--- src/pkg/cawd_pkg.sv ---
// package for the counter array watchdog: register map, fields, reset values
package cawd_pkg;
  localparam int unsigned ADDR_W = 4;
  localparam int unsigned DATA_W = 8;
  // register offsets
  localparam logic [3:0] OFF_COUNTER_MODE   = 4'h0;
  localparam logic [3:0] OFF_COUNTER_CTRL   = 4'h1;
  localparam logic [3:0] OFF_COUNTER_LOW    = 4'h2;
  localparam logic [3:0] OFF_COUNTER_HIGH   = 4'h3;
  localparam logic [3:0] OFF_M4_MODE        = 4'h4;
  localparam logic [3:0] OFF_M4_COMPARE_LOW = 4'h5;
  localparam logic [3:0] OFF_M4_COMPARE_HIGH = 4'h6;
  localparam logic [3:0] OFF_WD_STATUS      = 4'h7;
  // field positions
  localparam int unsigned BIT_WD_ENABLE   = 6;
  localparam int unsigned BIT_RUN         = 6;
  localparam int unsigned BIT_OVERFLOW    = 7;
  localparam int unsigned BIT_M4_MATCH    = 4;
  localparam int unsigned BIT_M4_COMPARE  = 6;
  localparam int unsigned BIT_M4_TOGGLE   = 2;
  localparam int unsigned BIT_WD_FIRED    = 0;
  // reset values
  localparam logic [7:0]  RST_COUNTER_MODE = 8'h00;
  localparam logic [7:0]  RST_M4_MODE      = 8'h00;
  localparam logic [15:0] RST_COMPARE      = 16'h0000;
  localparam logic [15:0] RST_COUNTER      = 16'h0000;
  // internal reset pulse length in cycles
  localparam logic [3:0]  WD_PULSE_CYCLES  = 4'h4;

  typedef struct packed {
    logic [3:0] addr;
    logic [7:0] wdata;
    logic       wr;
    logic       rd;
  } cawd_bus_t;
endpackage : cawd_pkg

--- src/logic/cawd_top.sv ---
// counter array watchdog: shared counter, module 4 compare and watchdog reset
// How it works
// - only module 4 compare can raise the watchdog reset
// - with watchdog off, module 4 still matches and flags normally
// - 16-bit compare value held in low/high pair, compared with counter
// - counter equals compare while enabled produces internal reset
// - reset is internal only; no reset pin is driven
// - clearing enable before match suppresses reset; setting re-arms
// - counter rolling from maximum to zero sets overflow flag
`timescale 1ns/1ps
`default_nettype none
module cawd_top #(
  parameter int unsigned PULSE_W = cawd_pkg::WD_PULSE_CYCLES
) (
  // clock and reset
  input  wire logic       I_CLK,
  input  wire logic       I_SYS_RST,
  // count pulse source from inside the counter array
  input  wire logic       I_COUNT_TICK,
  // register port
  input  wire logic [3:0] I_ADDR,
  input  wire logic [7:0] I_WDATA,
  input  wire logic       I_WR,
  input  wire logic       I_RD,
  output logic      [7:0] O_RDATA,
  // internal reset and match outputs
  output logic            O_WD_RESET,
  output logic            O_M4_MATCH
);
  cawd_pkg::cawd_bus_t bus;
  logic [7:0]  counter_mode;
  logic [7:0]  m4_mode;
  logic [15:0] compare;
  logic [15:0] counter;
  logic        run;
  logic        overflow;
  logic        m4_flag;
  logic        wd_fired;
  logic [3:0]  pulse_cnt;
  logic [7:0]  rdata;
  logic [7:0]  next_counter_mode;
  logic [7:0]  next_m4_mode;
  logic [15:0] next_compare;
  logic [15:0] next_counter;
  logic        next_run;
  logic        next_overflow;
  logic        next_m4_flag;
  logic        next_wd_fired;
  logic [3:0]  next_pulse_cnt;
  logic [7:0]  next_rdata;
  logic        inc;
  logic        match;
  logic        wd_en;
  logic        wd_hit;
  logic        count_wr;
  logic        cmp_wr;

  assign bus   = '{addr: I_ADDR, wdata: I_WDATA, wr: I_WR, rd: I_RD};
  assign inc   = run & I_COUNT_TICK;
  assign wd_en = counter_mode[cawd_pkg::BIT_WD_ENABLE];
  // match only sampled as the counter steps, so a static equal value fires once
  assign match = inc && (counter + 16'h0001) == compare && m4_mode[cawd_pkg::BIT_M4_COMPARE];
  assign wd_hit = match & wd_en;
  // software moves of the time base override a step; compare moves leave the step alone
  assign count_wr = bus.wr && (bus.addr == cawd_pkg::OFF_COUNTER_LOW ||
                               bus.addr == cawd_pkg::OFF_COUNTER_HIGH);
  assign cmp_wr   = bus.wr && (bus.addr == cawd_pkg::OFF_M4_COMPARE_LOW ||
                               bus.addr == cawd_pkg::OFF_M4_COMPARE_HIGH);

  always_comb begin
    next_counter_mode = counter_mode;
    next_m4_mode      = m4_mode;
    next_compare      = compare;
    next_run          = run;
    next_counter      = inc ? counter + 16'h0001 : counter;
    next_overflow     = overflow;
    next_m4_flag      = m4_flag;
    next_wd_fired     = wd_fired;
    next_pulse_cnt    = (pulse_cnt != 4'h0) ? pulse_cnt - 4'h1 : 4'h0;
    next_rdata        = 8'h00;
    // a counter byte write wins over a step in the same cycle
    if (bus.wr) begin
      if (bus.addr == cawd_pkg::OFF_COUNTER_MODE) begin
        next_counter_mode = bus.wdata;
      end else if (bus.addr == cawd_pkg::OFF_COUNTER_CTRL) begin
        next_run      = bus.wdata[cawd_pkg::BIT_RUN];
        next_overflow = bus.wdata[cawd_pkg::BIT_OVERFLOW];
        next_m4_flag  = bus.wdata[cawd_pkg::BIT_M4_MATCH];
      end else if (bus.addr == cawd_pkg::OFF_COUNTER_LOW) begin
        next_counter[7:0] = bus.wdata;
      end else if (bus.addr == cawd_pkg::OFF_COUNTER_HIGH) begin
        next_counter[15:8] = bus.wdata;
      end else if (bus.addr == cawd_pkg::OFF_M4_MODE) begin
        next_m4_mode = bus.wdata;
      end else if (bus.addr == cawd_pkg::OFF_M4_COMPARE_LOW) begin
        next_compare[7:0] = bus.wdata;
      end else if (bus.addr == cawd_pkg::OFF_M4_COMPARE_HIGH) begin
        next_compare[15:8] = bus.wdata;
      end else if (bus.addr == cawd_pkg::OFF_WD_STATUS) begin
        next_wd_fired = wd_fired & ~bus.wdata[cawd_pkg::BIT_WD_FIRED];
      end
    end
    // hardware sets win over software clears
    if (inc && counter == 16'hFFFF) begin
      next_overflow = 1'b1;
    end
    if (match) begin
      next_m4_flag = 1'b1;
    end
    if (wd_hit) begin
      next_wd_fired  = 1'b1;
      next_pulse_cnt = PULSE_W[3:0];
    end
    // read data only for the cycle after the strobe, zero otherwise
    if (bus.rd) begin
      if (bus.addr == cawd_pkg::OFF_COUNTER_MODE) begin
        next_rdata = counter_mode;
      end else if (bus.addr == cawd_pkg::OFF_COUNTER_CTRL) begin
        next_rdata = {overflow, run, 1'b0, m4_flag, 4'h0};
      end else if (bus.addr == cawd_pkg::OFF_COUNTER_LOW) begin
        next_rdata = counter[7:0];
      end else if (bus.addr == cawd_pkg::OFF_COUNTER_HIGH) begin
        next_rdata = counter[15:8];
      end else if (bus.addr == cawd_pkg::OFF_M4_MODE) begin
        next_rdata = m4_mode;
      end else if (bus.addr == cawd_pkg::OFF_M4_COMPARE_LOW) begin
        next_rdata = compare[7:0];
      end else if (bus.addr == cawd_pkg::OFF_M4_COMPARE_HIGH) begin
        next_rdata = compare[15:8];
      end else if (bus.addr == cawd_pkg::OFF_WD_STATUS) begin
        next_rdata = {7'h00, wd_fired};
      end
    end
  end

  // reset branch loads constants only
  always_ff @(posedge I_CLK) begin
    if (I_SYS_RST) begin
      counter_mode <= cawd_pkg::RST_COUNTER_MODE;
      m4_mode      <= cawd_pkg::RST_M4_MODE;
      compare      <= cawd_pkg::RST_COMPARE;
      counter      <= cawd_pkg::RST_COUNTER;
      run          <= 1'b0;
      overflow     <= 1'b0;
      m4_flag      <= 1'b0;
      wd_fired     <= 1'b0;
      pulse_cnt    <= 4'h0;
      rdata        <= 8'h00;
    end else begin
      counter_mode <= next_counter_mode;
      m4_mode      <= next_m4_mode;
      compare      <= next_compare;
      counter      <= next_counter;
      run          <= next_run;
      overflow     <= next_overflow;
      m4_flag      <= next_m4_flag;
      wd_fired     <= next_wd_fired;
      pulse_cnt    <= next_pulse_cnt;
      rdata        <= next_rdata;
    end
  end

  // internal reset only; the chip's reset pin is never driven from here
  assign O_WD_RESET = (pulse_cnt != 4'h0);
  assign O_M4_MATCH = m4_flag;
  assign O_RDATA    = rdata;
endmodule : cawd_top
`default_nettype wire

--- config.mk ---
export PLATFORM = sky130hd
export DESIGN_NAME = cawd_top
export DESIGN_NICKNAME = d
export VERILOG_FILES = /design/src/pkg/cawd_pkg.sv /design/src/logic/cawd_top.sv
export SDC_FILE = /design/constraint.sdc
export NUM_CORES = 1
export LEC_CHECK = 0
export BUFFER_PORTS_ARGS = -buffer_cell sky130_fd_sc_hd__buf_2
export CORE_UTILIZATION = 61
export DETAILED_ROUTE_END_ITERATION = 8
export GPL_TIMING_DRIVEN = 0
export PLACE_DENSITY_LB_ADDON = 0.1
export SLEW_MARGIN = 20
export SYNTH_ARGS = -nofsm -noshare
export SYNTH_HDL_FRONTEND = slang
export SYNTH_SLANG_ARGS = --single-unit
--- constraint.sdc ---
create_clock -name I_CLK -period 6.6 [get_ports I_CLK]
set_clock_uncertainty 0.15 [all_clocks]
set_input_delay 0.33 -clock I_CLK [delete_from_list [all_inputs] [get_ports I_CLK]]
set_output_delay 0.33 -clock I_CLK [all_outputs]
set_load 0.02 [all_outputs]
==> results.toml <==
[clocking]
cts-resized-gates = 0
clk_path_buf_depth = 2
numCtsBuffers = 9
tritoncts = "done"
cts_sinks = 64
post_cts_buffers = 0
path_clk_slew_ps = 70
clock_latency_ps = 360
cts_hold_buf = 0
root_buffer = "clkbuf_8"
h-tree-depth = 3

[setup_path]
path_class = "register to register"
worst-path-max-fanout = 10
timing.critical_path.arrival_ps = 2600
start_kind = "register"
slowest_stage = "dfxtp_1"
path_cells = "ha_1 -> nand3_2 -> buf_6 -> nor4_2 -> xnor2_1 -> nor3_1 -> and4_1 -> nor3b_1"
required_ps = 6700
max_stage_delay_ps = 490
cp-end-kind = "register"

[timing]
fin_setup_tns_ps = 0
rsz0062_at_grt = "no"
period_minus_slack_ps = 2500
fmax_ghz = 0.400
drv_slew = 0
tightestPinTransition_ps = 625
fin_crit_sh_pct = 37.8
hold_viol = 0
maxSlewHeadroom_pct = 58.2
setup_viol = 0

[min_path]
min_path_type = "primary input to register"

[die]
fp.dieW_um = 77.9
die-height_um = 77.9
coreArea_sq_mm = 0.00554
initial_core_util_pct = 63.4
num_io_pins = 27
rows = 27
die_area_sq_mm = 0.00606

[logic_synthesis]
syn_nets = 440
synthArstFlopShare_pct = 0
syn_area_sq_mm = 0.00351
synth_common_cells = "dfxtp_1, nor2_1, nand2_1"
yosysMostFrequentCell = "dfxtp_1"
yosysUniqueCellTypes = 56
ys_seq_area_share_pct = 36.5
ys.flop_type = "dfxtp_1"
netlist_instances = 421
synth_seq_cells = 64
synth_edf_count = 0
synth_warnings = 0
synth_top_area_share_pct = 36.5
synth.top_cells.by_area = "dfxtp_1, mux2i_1, xnor2_1, nor2_1, nand2_1"
yosysTopAreaCell = "dfxtp_1"
syn_avg_cell_area_sq_um = 8.34

[cells_and_area]
antenna_cells = 0
nFillCells = 457
final_area_sq_mm = 0.00396
nets = 476
drive_gt1_share_pct = 14.9
areaGrowthSynthToFinish_pct = 12.7
instances_no_fill = 534
multi_input_area_sq_mm = 0.00207
seq_area_sq_mm = 0.00128

[drt]
route.vias.total = 3387
wl_met2_um = 4570
met3WireLength_um = 969
remaining_drc_errors = 0
ant_nets = 0
top_layer = "met4"
drtIter0Drc = 400
finalWirelength_um = 10100
avgViaCountPerCell = 6.34
routedWlPerCell_um = 18.9
wirelength_met1_um = 4230
dr.pass1.iters = 8

[power]
switching_share_pct = 26.3
worst_ir_drop_vdd_v = 0.000175
p_leak_uw = 0.00133
clkPwrFrac_pct = 42.6
power.density_mw_per_mm2 = 232
power_frac_comb_pct = 12.5
p_int_uw = 675
seqPwrFrac_pct = 44.9
switchingPower_uw = 241

[global_routing]
grt_pass1_vias = 3109
grtUsageTotal_pct = 35.3
grt-ovfl-total = 0
antenna_found_initial = 0
grt_max_degree = 12
grt_pass1_wl_um = 16000

[placed_design]
dpl-instance-area_sq_mm = 0.00373
placed_cells = 518
port_buffers = 25
place.gp.congestion = 0.911
dp.final_hpwl_um = 7250

[run_status]
run_status = "complete, no violations"

[flow_run]
cap_viol_max_count = 0
critical path, delay by kind of cell (launching register included):
family                     cells  cell delay (ps)
and+or+nand+nor                5             1170
DFF                            1              490
adders and majority gates      1              300
buffers and inverters          1              180
xor gates and xnor gates       1              110
cell usage in the layout (no fill, tap or decap), types with 2 or more instances in the layout:
master,instances
a211oi_1,14
a21oi_1,27
a221oi_1,2
a222oi_1,5
a22o_1,2
a22oi_1,4
a311oi_1,3
and3_1,2
buf_1,3
buf_2,35
bufinv_16,2
clkbuf_1,15
clkbuf_8,11
clkinv_2,2
dfxtp_1,64
ha_1,2
inv_1,6
mux2_2,3
mux2i_1,26
nand2_1,38
nand2b_1,5
nand3_1,27
nand4_1,7
nor2_1,44
nor2_2,2
nor2b_1,6
nor3_1,17
nor3b_1,5
nor4_4,2
o21ai_0,13
or3_1,6
xnor2_1,27
xor2_1,8
power by group through the flow:
stage | Combinational (uW) | Clock [uW] | Sequential (uW)
floorplan | 77.8 | 0 | 417
global placement | 110 | 0 | 419
detailed placement | 113 | 0 | 420
CTS | 113 | 390 | 411
global route | 127 | 407 | 412
finish | 115 | 390 | 411
final timing paths:
kind	from	depth (start not counted)	slack, ps	to
hold reg to reg	counter_mode[3]	2	310	counter_mode[3]
setup / recovery	counter[0]	8	4100	pulse_cnt[0]
setup reg to reg	counter[0]	8	4100	pulse_cnt[0]
hold / removal	I_WDATA[1]	3	170	counter_mode[1]
registers in the layout, indices dropped and copies added, names as in the netlist:
name          cells
pulse_cnt         4
m4_mode           8
overflow          1
wd_fired          1
run               1
counter          16
O_RDATA           8
counter_mode      8
O_M4_MATCH        1
compare          16
kinds of logic (layout without fill, tap and decap cells):
kind of cell               Yosys count  after routing  share of synthesized area, %
AOI/OAI and AO/OA                   81             81                          15.4
xor gates and xnor gates            35             35                          8.73
adders and majority gates            2              2                         0.713
buffers and inverters               37             78                          4.67
DFF                                 64             64                          36.5
muxes                               29             29                          8.37
and+or+nand+nor                    173            173                          25.6
stage by stage:
step / setup WS (ps) / power [uW] / util, % / hold WS [ps]
4_1_cts: 4110 / 914 / 71.4 / 180
2_1_floorplan: 4480 / 495 / - / 272
6_report: 4100 / 916 / 71.4 / 166
5_1_grt: 3940 / 946 / 71.4 / 175
3_5_place_dp: 4130 / 533 / 67.3 / 301
3_3_place_gp: 4140 / 529 / 67.3 / 293
layout make-up:
class | count | share of cell area [%]
clock inverter | 5 | 1.99
tap | 72 | 2.28
timing repair buffer | 25 | 3.16
clock buffer | 11 | 3.83
sequential | 64 | 32.4
inverter | 6 | 0.569
multi-input combinational | 320 | 52.2
buffer | 31 | 3.57
routing by layer:
| layer | up-vias | GRT usage (%) |
|---|---|---|
| li1 | 1576 | - |
| met1 | 1604 | 46.6 |
| met2 | 170 | 56.9 |
| met3 | 37 | 6.82 |
| met4 | 0 | 13.2 |
| met5 | - | 0 |
No activity file was read; power rests on OpenSTA's default activity.
